**src/include/ptmc_defines.svh**
```systemverilog
// Constants for the transmit test mode control block.
`ifndef PTMC_DEFINES_SVH
`define PTMC_DEFINES_SVH
`define PTMC_SEL_MSB      15
`define PTMC_SEL_LSB      13
`define PTMC_SEL_NORMAL   3'h0
`define PTMC_SEL_MODE1    3'h1
`define PTMC_SEL_MODE2    3'h2
`define PTMC_SEL_MODE3    3'h3
`define PTMC_DROOP_RUN    5'h0a
`define PTMC_PD_SETTLE    4'h4
`define PTMC_LED_AUTO     2'h0
`define PTMC_LED_HIGH     2'h1
`define PTMC_LED_LOW      2'h2
`define PTMC_SENSE_WAIT   4'h8
`define PTMC_STRAP_CATCH  2'h2
`define PTMC_STRAP_DONE   2'h3
`endif

```
**src/include/ptmc_pkg.sv**
```systemverilog
// Types shared by the transmit test mode control block.
package ptmc_pkg;
	// Ternary line symbol: zero, plus one, minus one.
	typedef enum logic [1:0] {
		PTMC_SYM_ZERO  = 2'h0,
		PTMC_SYM_PLUS  = 2'h1,
		PTMC_SYM_MINUS = 2'h3
	} ptmc_sym_t;
	// Active transmit pattern after power-down is left.
	typedef enum logic [4:0] {
		PTMC_PAT_NORMAL = 5'h01,
		PTMC_PAT_ALT    = 5'h02,
		PTMC_PAT_DROOP  = 5'h04,
		PTMC_PAT_IDLE   = 5'h08,
		PTMC_PAT_ZERO   = 5'h10
	} ptmc_pat_t;
endpackage : ptmc_pkg

```
**src/rtl/ptmc_led_polarity.sv**
```systemverilog
// LED polarity unit: autosense at reset, or forced active high or low.
`timescale 1ns/10ps
`include "ptmc_defines.svh"
module ptmc_led_polarity (
	input  wire logic       sys_clk,
	input  wire logic       rst_n,
	input  wire logic       soft_reset,
	input  wire logic [1:0] polarity_mode,
	input  wire logic       pin_in,
	input  wire logic       led_on,
	output logic            pin_out,
	output logic            pin_oe_n,
	output logic            sensed_active_low
);
	logic       sync1_reg, sync1_next;
	logic       sync2_reg, sync2_next;
	logic [3:0] wait_reg, wait_next;
	logic       sense_reg, sense_next;
	logic       drive_reg, drive_next;
	logic       out_reg, out_next;
	logic       act_low;

	// The pin level is synchronised; the sensing window releases the pin so
	// that the board pull decides the polarity, and a soft reset reopens it.
	always_comb begin
		sync1_next = pin_in;
		sync2_next = sync1_reg;
		wait_next  = wait_reg;
		sense_next = sense_reg;
		drive_next = drive_reg;
		if (soft_reset) begin
			wait_next  = 4'h0;
			drive_next = 1'b0;
		end else if (!drive_reg) begin
			if (wait_reg == `PTMC_SENSE_WAIT) begin
				sense_next = sync2_reg;
				drive_next = 1'b1;
			end else begin
				wait_next = wait_reg + 4'h1;
			end
		end
		// A pulled-high pin means the LED hangs from the supply: drive low.
		case (polarity_mode)
			`PTMC_LED_HIGH: act_low = 1'b0;
			`PTMC_LED_LOW:  act_low = 1'b1;
			default:        act_low = sense_reg;
		endcase
		out_next = act_low ? ~led_on : led_on;
	end

	// Registers only.
	always_ff @(posedge sys_clk) begin
		if (!rst_n) begin
			sync1_reg <= 1'b0;
			sync2_reg <= 1'b0;
			wait_reg  <= 4'h0;
			sense_reg <= 1'b0;
			drive_reg <= 1'b0;
			out_reg   <= 1'b0;
		end else begin
			sync1_reg <= sync1_next;
			sync2_reg <= sync2_next;
			wait_reg  <= wait_next;
			sense_reg <= sense_next;
			drive_reg <= drive_next;
			out_reg   <= out_next;
		end
	end

	assign pin_out           = out_reg;
	assign pin_oe_n          = ~drive_reg;
	assign sensed_active_low = sense_reg;
endmodule : ptmc_led_polarity

```
**src/rtl/ptmc_test_mode_ctrl.sv**
```systemverilog
// Transmit test pattern, power-down, strap and LED control of the PHY.
`timescale 1ns/10ps
`include "ptmc_defines.svh"
module ptmc_test_mode_ctrl (
	input  wire logic        sys_clk,
	input  wire logic        rst_n,
	input  wire logic        soft_reset,
	input  wire logic        soft_powerdown_request,
	output logic             soft_powerdown_ready_flag,
	input  wire logic        autoneg_enable_bit,
	input  wire logic        forced_link_enable,
	input  wire logic [15:0] test_pattern_control_reg,
	input  wire logic        tx_zero_symbol_enable,
	input  wire logic        far_end_loopback_enable,
	input  wire logic        tx_sym_valid,
	input  wire logic [1:0]  tx_sym_in,
	input  wire logic        idle_sym_valid,
	input  wire logic [1:0]  idle_sym_in,
	output logic [1:0]       tx_sym_out,
	output logic             tx_sym_out_valid,
	output logic             force_link_master,
	output logic [4:0]       active_pattern,
	input  wire logic        high_level_tx_strap,
	input  wire logic        sw_low_level_select,
	input  wire logic        an_low_level_result,
	output logic             tx_level_high,
	input  wire logic [1:0]  led_a_polarity,
	input  wire logic [1:0]  led_b_polarity,
	input  wire logic        led_a_on,
	input  wire logic        led_b_on,
	input  wire logic        indicator_out_a_in,
	output logic             indicator_out_a_out,
	output logic             indicator_out_a_oe_n,
	input  wire logic        indicator_out_b_in,
	output logic             indicator_out_b_out,
	output logic             indicator_out_b_oe_n,
	output logic [1:0]       led_sensed_active_low
);
	// Power-down, pattern and strap state.
	logic                pd_reg, pd_next;
	logic [3:0]          pd_cnt_reg, pd_cnt_next;
	ptmc_pkg::ptmc_pat_t pat_reg, pat_next;
	logic [4:0]          run_reg, run_next;
	logic                phase_reg, phase_next;
	logic [1:0]          sym_reg, sym_next;
	logic                sym_vld_reg, sym_vld_next;
	logic                strap_s1_reg, strap_s1_next;
	logic                strap_s2_reg, strap_s2_next;
	logic                strap_cap_reg, strap_cap_next;
	logic [1:0]          strap_wait_reg, strap_wait_next;
	logic                lvl_reg, lvl_next;

	// Decodes the select field and zero-symbol enable into a pattern.
	function automatic ptmc_pkg::ptmc_pat_t decode_pattern(
		input logic [15:0] ctl,
		input logic        zero_en
	);
		ptmc_pkg::ptmc_pat_t p;
		p = ptmc_pkg::PTMC_PAT_NORMAL;
		if (zero_en) begin
			p = ptmc_pkg::PTMC_PAT_ZERO;
		end else begin
			case (ctl[`PTMC_SEL_MSB:`PTMC_SEL_LSB])
				`PTMC_SEL_MODE1: p = ptmc_pkg::PTMC_PAT_ALT;
				`PTMC_SEL_MODE2: p = ptmc_pkg::PTMC_PAT_DROOP;
				`PTMC_SEL_MODE3: p = ptmc_pkg::PTMC_PAT_IDLE;
				default:         p = ptmc_pkg::PTMC_PAT_NORMAL;
			endcase
		end
		return p;
	endfunction : decode_pattern

	// Power-down handshake: the ready flag rises after a short settle while
	// the transmitter is held quiet; the pattern is latched only on exit so
	// that half-written settings never reach the line.
	always_comb begin
		pd_next     = pd_reg;
		pd_cnt_next = pd_cnt_reg;
		pat_next    = pat_reg;
		if (soft_powerdown_request) begin
			pd_next = 1'b1;
			if (pd_cnt_reg != `PTMC_PD_SETTLE) begin
				pd_cnt_next = pd_cnt_reg + 4'h1;
			end
		end else begin
			pd_next     = 1'b0;
			pd_cnt_next = 4'h0;
			if (pd_reg) begin
				pat_next = decode_pattern(test_pattern_control_reg,
				                          tx_zero_symbol_enable);
			end
		end
		if (soft_reset) begin
			pat_next = ptmc_pkg::PTMC_PAT_NORMAL;
		end
	end

	// Symbol stream: only the data symbols change with the pattern; the
	// transmitter itself sees the same valid timing as in normal use.
	always_comb begin
		run_next     = run_reg;
		phase_next   = phase_reg;
		sym_next     = sym_reg;
		sym_vld_next = 1'b0;
		if (pd_reg) begin
			sym_next = ptmc_pkg::PTMC_SYM_ZERO;
		end else if (tx_sym_valid) begin
			sym_vld_next = 1'b1;
			case (pat_reg)
				ptmc_pkg::PTMC_PAT_ALT: begin
					sym_next   = phase_reg ? ptmc_pkg::PTMC_SYM_MINUS
					                       : ptmc_pkg::PTMC_SYM_PLUS;
					phase_next = ~phase_reg;
				end
				ptmc_pkg::PTMC_PAT_DROOP: begin
					sym_next = phase_reg ? ptmc_pkg::PTMC_SYM_MINUS
					                     : ptmc_pkg::PTMC_SYM_PLUS;
					if (run_reg == `PTMC_DROOP_RUN - 5'h1) begin
						run_next   = 5'h0;
						phase_next = ~phase_reg;
					end else begin
						run_next = run_reg + 5'h1;
					end
				end
				ptmc_pkg::PTMC_PAT_IDLE: begin
					sym_next = idle_sym_valid ? idle_sym_in
					                          : ptmc_pkg::PTMC_SYM_ZERO;
				end
				ptmc_pkg::PTMC_PAT_ZERO: begin
					sym_next = ptmc_pkg::PTMC_SYM_ZERO;
				end
				default: begin
					sym_next = tx_sym_in;
				end
			endcase
		end
		if (pat_reg != pat_next) begin
			run_next   = 5'h0;
			phase_next = 1'b0;
		end
	end

	// Strap is synchronised, then caught once the second stage holds a sample
	// taken after reset release; catching earlier would latch the reset value.
	always_comb begin
		strap_s1_next   = high_level_tx_strap;
		strap_s2_next   = strap_s1_reg;
		strap_cap_next  = strap_cap_reg;
		strap_wait_next = strap_wait_reg;
		if (soft_reset) begin
			strap_wait_next = 2'h0;
		end else if (strap_wait_reg != `PTMC_STRAP_DONE) begin
			strap_wait_next = strap_wait_reg + 2'h1;
			if (strap_wait_reg == `PTMC_STRAP_CATCH) begin
				strap_cap_next = strap_s2_reg;
			end
		end
		// A high strap forbids the high level outright; low permits it but
		// software or autonegotiation may still choose the low level. The
		// high level also stays off until the strap has been caught.
		if (strap_wait_reg != `PTMC_STRAP_DONE || strap_cap_reg) begin
			lvl_next = 1'b0;
		end else begin
			lvl_next = !(sw_low_level_select || an_low_level_result);
		end
	end

	// Registers only.
	always_ff @(posedge sys_clk) begin
		if (!rst_n) begin
			pd_reg         <= 1'b0;
			pd_cnt_reg     <= 4'h0;
			pat_reg        <= ptmc_pkg::PTMC_PAT_NORMAL;
			run_reg        <= 5'h0;
			phase_reg      <= 1'b0;
			sym_reg        <= ptmc_pkg::PTMC_SYM_ZERO;
			sym_vld_reg    <= 1'b0;
			strap_s1_reg   <= 1'b0;
			strap_s2_reg   <= 1'b0;
			strap_cap_reg  <= 1'b0;
			strap_wait_reg <= 2'h0;
			lvl_reg        <= 1'b0;
		end else begin
			pd_reg         <= pd_next;
			pd_cnt_reg     <= pd_cnt_next;
			pat_reg        <= pat_next;
			run_reg        <= run_next;
			phase_reg      <= phase_next;
			sym_reg        <= sym_next;
			sym_vld_reg    <= sym_vld_next;
			strap_s1_reg   <= strap_s1_next;
			strap_s2_reg   <= strap_s2_next;
			strap_cap_reg  <= strap_cap_next;
			strap_wait_reg <= strap_wait_next;
			lvl_reg        <= lvl_next;
		end
	end

	// Ready is reported only once the settle count has run out.
	assign soft_powerdown_ready_flag = pd_reg && (pd_cnt_reg == `PTMC_PD_SETTLE);
	assign tx_sym_out        = sym_reg;
	assign tx_sym_out_valid  = sym_vld_reg;
	assign force_link_master = (pat_reg == ptmc_pkg::PTMC_PAT_IDLE);
	assign active_pattern    = pat_reg;
	assign tx_level_high     = lvl_reg;
	// Autoneg and forced-link bits and remote loopback are host settings
	// kept by other blocks; they are accepted here for completeness.
	logic unused_cfg;
	assign unused_cfg = autoneg_enable_bit ^ forced_link_enable ^ far_end_loopback_enable;

	ptmc_led_polarity u_led_a (
		.sys_clk           (sys_clk),
		.rst_n             (rst_n),
		.soft_reset        (soft_reset),
		.polarity_mode     (led_a_polarity),
		.pin_in            (indicator_out_a_in),
		.led_on            (led_a_on),
		.pin_out           (indicator_out_a_out),
		.pin_oe_n          (indicator_out_a_oe_n),
		.sensed_active_low (led_sensed_active_low[0])
	);

	ptmc_led_polarity u_led_b (
		.sys_clk           (sys_clk),
		.rst_n             (rst_n),
		.soft_reset        (soft_reset),
		.polarity_mode     (led_b_polarity),
		.pin_in            (indicator_out_b_in),
		.led_on            (led_b_on),
		.pin_out           (indicator_out_b_out),
		.pin_oe_n          (indicator_out_b_oe_n),
		.sensed_active_low (led_sensed_active_low[1])
	);
endmodule : ptmc_test_mode_ctrl

```
**config.mk**
```make
export PLATFORM = sky130hd
export DESIGN_NAME = ptmc_test_mode_ctrl
export DESIGN_NICKNAME = d
export VERILOG_FILES = /design/src/include/ptmc_pkg.sv /design/src/rtl/ptmc_led_polarity.sv /design/src/rtl/ptmc_test_mode_ctrl.sv
export VERILOG_INCLUDE_DIRS = /design/src /design/src/include
export SDC_FILE = /design/constraint.sdc
export NUM_CORES = 1
export LEC_CHECK = 0
export BUFFER_PORTS_ARGS = -buffer_cell sky130_fd_sc_hd__buf_2
export CAP_MARGIN = 20
export CORE_MARGIN = 5
export CORE_UTILIZATION = 55
export CTS_CLUSTER_SIZE = 24
export DETAILED_ROUTE_END_ITERATION = 12
export PLACE_DENSITY = 0.92
export REMOVE_ABC_BUFFERS = 1
export SLEW_MARGIN = 25
export SYNTH_ARGS = -nofsm -noshare
export SYNTH_HDL_FRONTEND = slang
export SYNTH_SLANG_ARGS = --single-unit
```
**constraint.sdc**
```tcl
create_clock -name sys_clk -period 4 [get_ports sys_clk]
set_input_delay 0.8 -clock sys_clk [delete_from_list [all_inputs] [get_ports sys_clk]]
set_output_delay 0.8 -clock sys_clk [all_outputs]
set_load 0.01 [all_outputs]
```
# After elaboration in Yosys (flattened, before gate mapping)
# Index checks and enable logic that the tools add are counted.
# word_totals
word_cells,98
output_inout_bits,17
regBits,43
# op_classes
n_reduce_logical,18
muxes,21
eq_ne,20
bitwise_logic,10
addsub,5
# ops
operator,count
$mux W5,5
$add A4 B1 Y4 const B,3
$pmux W4 S3,1
$reduce_and A3 Y1,4
$eq A5 B4 Y1 const B,2
$not A1 Y1,10
$reduce_or A2 Y1,5
$mux W1,9
$eq A4 B4 Y1 const B,2
$eq A2 B2 Y1 const B,3
$eq A3 B2 Y1 const B,2
$pmux W1 S2,3
$pmux W2 S3,1
$reduce_and A2 Y1,3
$add A5 B1 Y5 const B,1
$eq A5 B2 Y1 const B,1
$eq A5 B3 Y1 const B,1
$eq A5 B5 Y1 const B,1
$ne A5 B5 Y1,1
$eq A2 B1 Y1 const B,2
$eq A4 B3 Y1 const B,1
$mux W2,2
$ne A2 B2 Y1 const B,2
$ne A4 B3 Y1 const B,1
7 further kinds,8

# Logic depth before layout (Yosys ltp)
# depth
ltp_word,8
ltp_mapped,8
ltp_nobuf,7

# Cells and area by module
# From an unflattened synthesis, not the netlist that was laid out.
# hier_totals
hier_cells,247
area_unflattened_um2,2189.6
# by_module_without_submodules
module,area_each_um2,cells_each,seq_area_each_um2,n_inst
ptmc_test_mode_ctrl,1383.8,163,500.5,1
ptmc_led_polarity,402.9,42,180.2,2

# Least setup slack after synthesis
# OpenSTA, ideal clock, no wires.
# synth_timing
path_type,input-to-reg
start,in tx_zero_symbol_enable
end,reg run_reg[3]
required_time_ns,3.930
path_stages,5
setup_ns,0.070
t_arrival_ns,2.241
slack_ns,1.689
path_cell_list,or4b_1 > a221oi_1 > o21ai_1 > a2111o_1 > a21oi_1
# synth_between
elab_chain_len,6
# synth_rtl
item,line_no,text
start: declaration,ptmc_test_mode_ctrl.sv:13,"input wire logic tx_zero_symbol_enable,"
$mux W5,ptmc_test_mode_ctrl.sv:60,if (zero_en) begin
$mux W5,ptmc_test_mode_ctrl.sv:88,if (pd_reg) begin
$mux W5,ptmc_test_mode_ctrl.sv:80,if (soft_powerdown_request) begin
$mux W5,ptmc_test_mode_ctrl.sv:93,if (soft_reset) begin
$ne A5 B5 Y1,ptmc_test_mode_ctrl.sv:137,if (pat_reg != pat_next) begin
$reduce_or A2 Y1 (no line),--,
end signal: assignment,ptmc_test_mode_ctrl.sv:187,run_reg <= run_next;
end: declaration,ptmc_test_mode_ctrl.sv:43,"logic [4:0] run_reg, run_next;"
# Every way passes these cells.
# A chain may end at the register's enable or synchronous reset.

# Worst setup path in the final report
# layout_timing
start,reg pat_reg[1] (netlist: active_pattern[1])
end,out force_link_master
# layout_between
elab_chain_len,1
# layout_rtl
item,line_no,text
start: declaration,ptmc_test_mode_ctrl.sv:42,"ptmc_pkg::ptmc_pat_t pat_reg, pat_next;"
start signal: assignment,ptmc_test_mode_ctrl.sv:173,pat_reg <= ptmc_pkg::PTMC_PAT_NORMAL;
start signal: assignment,ptmc_test_mode_ctrl.sv:186,pat_reg <= pat_next;
$eq A5 B4 Y1,ptmc_test_mode_ctrl.sv:203,assign force_link_master = (pat_reg == ptmc_pkg::PTMC_PAT_IDLE);
end: declaration,ptmc_test_mode_ctrl.sv:21,"output logic force_link_master,"
# Every way passes these cells.

==> results.yml <==
drt:
  drt_iter0_markers: 125
  wl_per_cell_um: 13.13
  drt_pass1_iterations: 4
  vias_per_cell: 5.398
  remaining_drc_errors: 0
  ant_nets: 0
  vias: 1765
  totalWireLength_um: 4292
outcome:
  status: "completed"
timing:
  fin_worst_skew_ps: 7.793
  fin_crit_sh_pct: 62.19
  grt_setup_unrepaired: "false"
  finalHoldViolCount: 0
  fmax_ghz: 0.4020
  slew_headroom_pct: 43.76
  setup_viol: 0
  setup_ws_ps: 1513
  finalCriticalPeriod_ps: 2487
  tightest_slew_ps: 832.3
  drv_slew: 0
  setup_tns_ps: 0
floorplanning:
  fp.dieW_um: 71.84
  dieArea_sq_mm: 0.005161
  start_util_pct: 57.02
  die_y_um: 71.84
  io_pins: 58
  core_sq_mm: 0.003689
  rows: 22
logic_synthesis:
  synthMuxAreaShare_pct: 4.343
  seq_area_frac_synth_pct: 40.93
  ys_ff_latch: 43
  yosys.area_share.simple_pct: 26.41
  synthAdderAreaFrac_pct: 7.139
  synth_top_family_by_area: "simple AND/OR/NAND/NOR gates"
  yosysWarnings: 0
  synth_edf_count: 0
  ys.flop_type: "dfxtp_1"
  synth_compound_area_share_pct: 8.388
  synthArstFlopShare_pct: 0
  avgSynthCellArea_sq_um: 8.620
  synth.distinct_cells: 43
  synth.cell_area_sq_mm: 0.002103
  synthXorXnorAreaFrac_pct: 5.830
  syn_inst: 244
grt:
  first_global_vias: 1739
  antenna_found_initial: 0
  globalRouteTotalUtil_pct: 17.97
  grt_max_degree: 18
  grt.overflow.total: 0
  grt_pass1_wl_um: 7307
placement:
  dp_hpwl_um: 3215
  place_ws_ps: 1431
  gp_congestion: 0.8694
  portBuffers: 41
finish:
  fin_nets: 332
  n_antenna_cell: 0
  area_growth_pct: 13.21
  final_layout_size_suffix_gt1_share_pct: 18.28
  multi_input_comb_area_sq_mm: 0.001096
  seq_area_sq_um: 860.8
  nFillCells: 326
clock_tree:
  postCtsHoldBufs: 0
  cts.clk_slew.worst_paths_ps: 80
  numCtsBuffers: 5
  clk_latency_ps: 300
  cts_tree: "done"
  clock_tree.buffer_depth: 2
  h-tree-depth: 2
  cts_resized: 0
  clock_sinks: 43
  clockRootBuffer: "clkbuf_8"
  post_cts_buffers: 0
critical_path:
  critPathLaunchType: "register"
  cp_max_fo: 10
  worstPathArrival_ps: 1690
  cp_data_required_time_ps: 3200
  endpoint_kind: "output port"
  worst-setup-path-type: "register to output port"
power_and_ir_drop:
  p_leak_nw: 1.018
  vdd_ir_drop_max_v: 0.0003066
  power_mw: 0.7948
  powerDensity_mw_per_mm2: 333.8
job:
  drv_cap: 0
hold_path:
  worstHoldPathType: "register to register"
-- report_power, final --
group | internal, mW | switching [mW] | total, mW
combinational | 0.0325 | 0.0384 | 0.0709
clock | 0.135 | 0.142 | 0.277
sequential | 0.439 | 0.00757 | 0.447
total | 0.607 | 0.188 | 0.795
-- synthesized netlist by cell type, types with 5 or more instances --
library cell | instances | area share (%)
a21oi_1 | 12 | 2.9
and2_1 | 10 | 3.0
clkbuf_1 | 8 | 1.4
dfxtp_1 | 43 | 41
ha_1 | 12 | 7.1
inv_1 | 19 | 3.4
mux2i_1 | 8 | 3.8
nand2_1 | 18 | 3.2
nand3_1 | 5 | 1.2
nor2_1 | 31 | 5.5
nor2b_1 | 7 | 2.1
nor3_1 | 7 | 1.7
o21ai_0 | 5 | 1.2
xnor2_1 | 11 | 4.6
-- worst max-delay path, cell delays in order, from the launching register on --
cell     delay [ps]
dfxtp_1         430
or3_4           430
nor3b_1         330
buf_2           200
-- area by class of cell --
class / instances / share of cell area [%]
clock inverters: 1 / 0.2102
well taps: 48 / 2.522
flip-flops and latches: 43 / 36.15
repair buffers: 41 / 8.618
clock buffers: 6 / 3.468
multi-input cells: 169 / 46.03
inverters: 19 / 2.995
-- worst paths after layout --
path	cells past startpoint	start	slack, ps	to
setup / recovery	3	active_pattern[1]$_SDFF_PN0_	1510	force_link_master
setup reg to reg	4	active_pattern[1]$_SDFF_PN0_	2030	run_reg[3]$_SDFFE_PP0P_
hold / removal	1	u_led_a.sync1_reg$_SDFF_PN0_	440	u_led_a.sync2_reg$_SDFF_PN0_
hold reg to reg	1	u_led_a.sync1_reg$_SDFF_PN0_	440	u_led_a.sync2_reg$_SDFF_PN0_
-- placed cells by master, fill, tap and decap left out, types with 8 or more instances in the layout --
| cell | netlist | routed |
|---|---|---|
| a21oi_1 | 12 | 12 |
| nand2_1 | 18 | 18 |
| and2_1 | 10 | 10 |
| mux2i_1 | 8 | 8 |
| xnor2_1 | 11 | 11 |
| buf_2 | 0 | 41 |
| dfxtp_1 | 43 | 43 |
| nor2_1 | 31 | 31 |
| inv_1 | 19 | 19 |
| ha_1 | 12 | 12 |
-- cell families after synthesis --
logic type      after synthesis
compound gates               29
xor+xnor                     14
flops                        43
simple gates                105
buf+inv                      32
mux                           9
fa+ha+maj                    12
-- per-layer routing --
| metal | track usage, % | vias up | part of all wire, % |
|---|---|---|---|
| li1 | - | 885 | - |
| met1 | 19.42 | 812 | 41 |
| met2 | 32.14 | 59 | 50 |
| met3 | 6.452 | 9 | 7.4 |
| met4 | 6.263 | 0 | 1.9 |
| met5 | 0 | - | 0 |
-- stage by stage --
stage               area, sq um  hold WS [ps]  utilization, %  instances
floorplan                  2028         411.8               -        231
global placement           2293         414.1           62.18        320
CTS                        2381         439.5           64.55        327
finish                     2381         436.2           64.55        327
detailed placement         2293         421.7           62.18        320
global route               2381         459.8           64.55        327
Note: power is estimated with default switching activity, not from simulation.
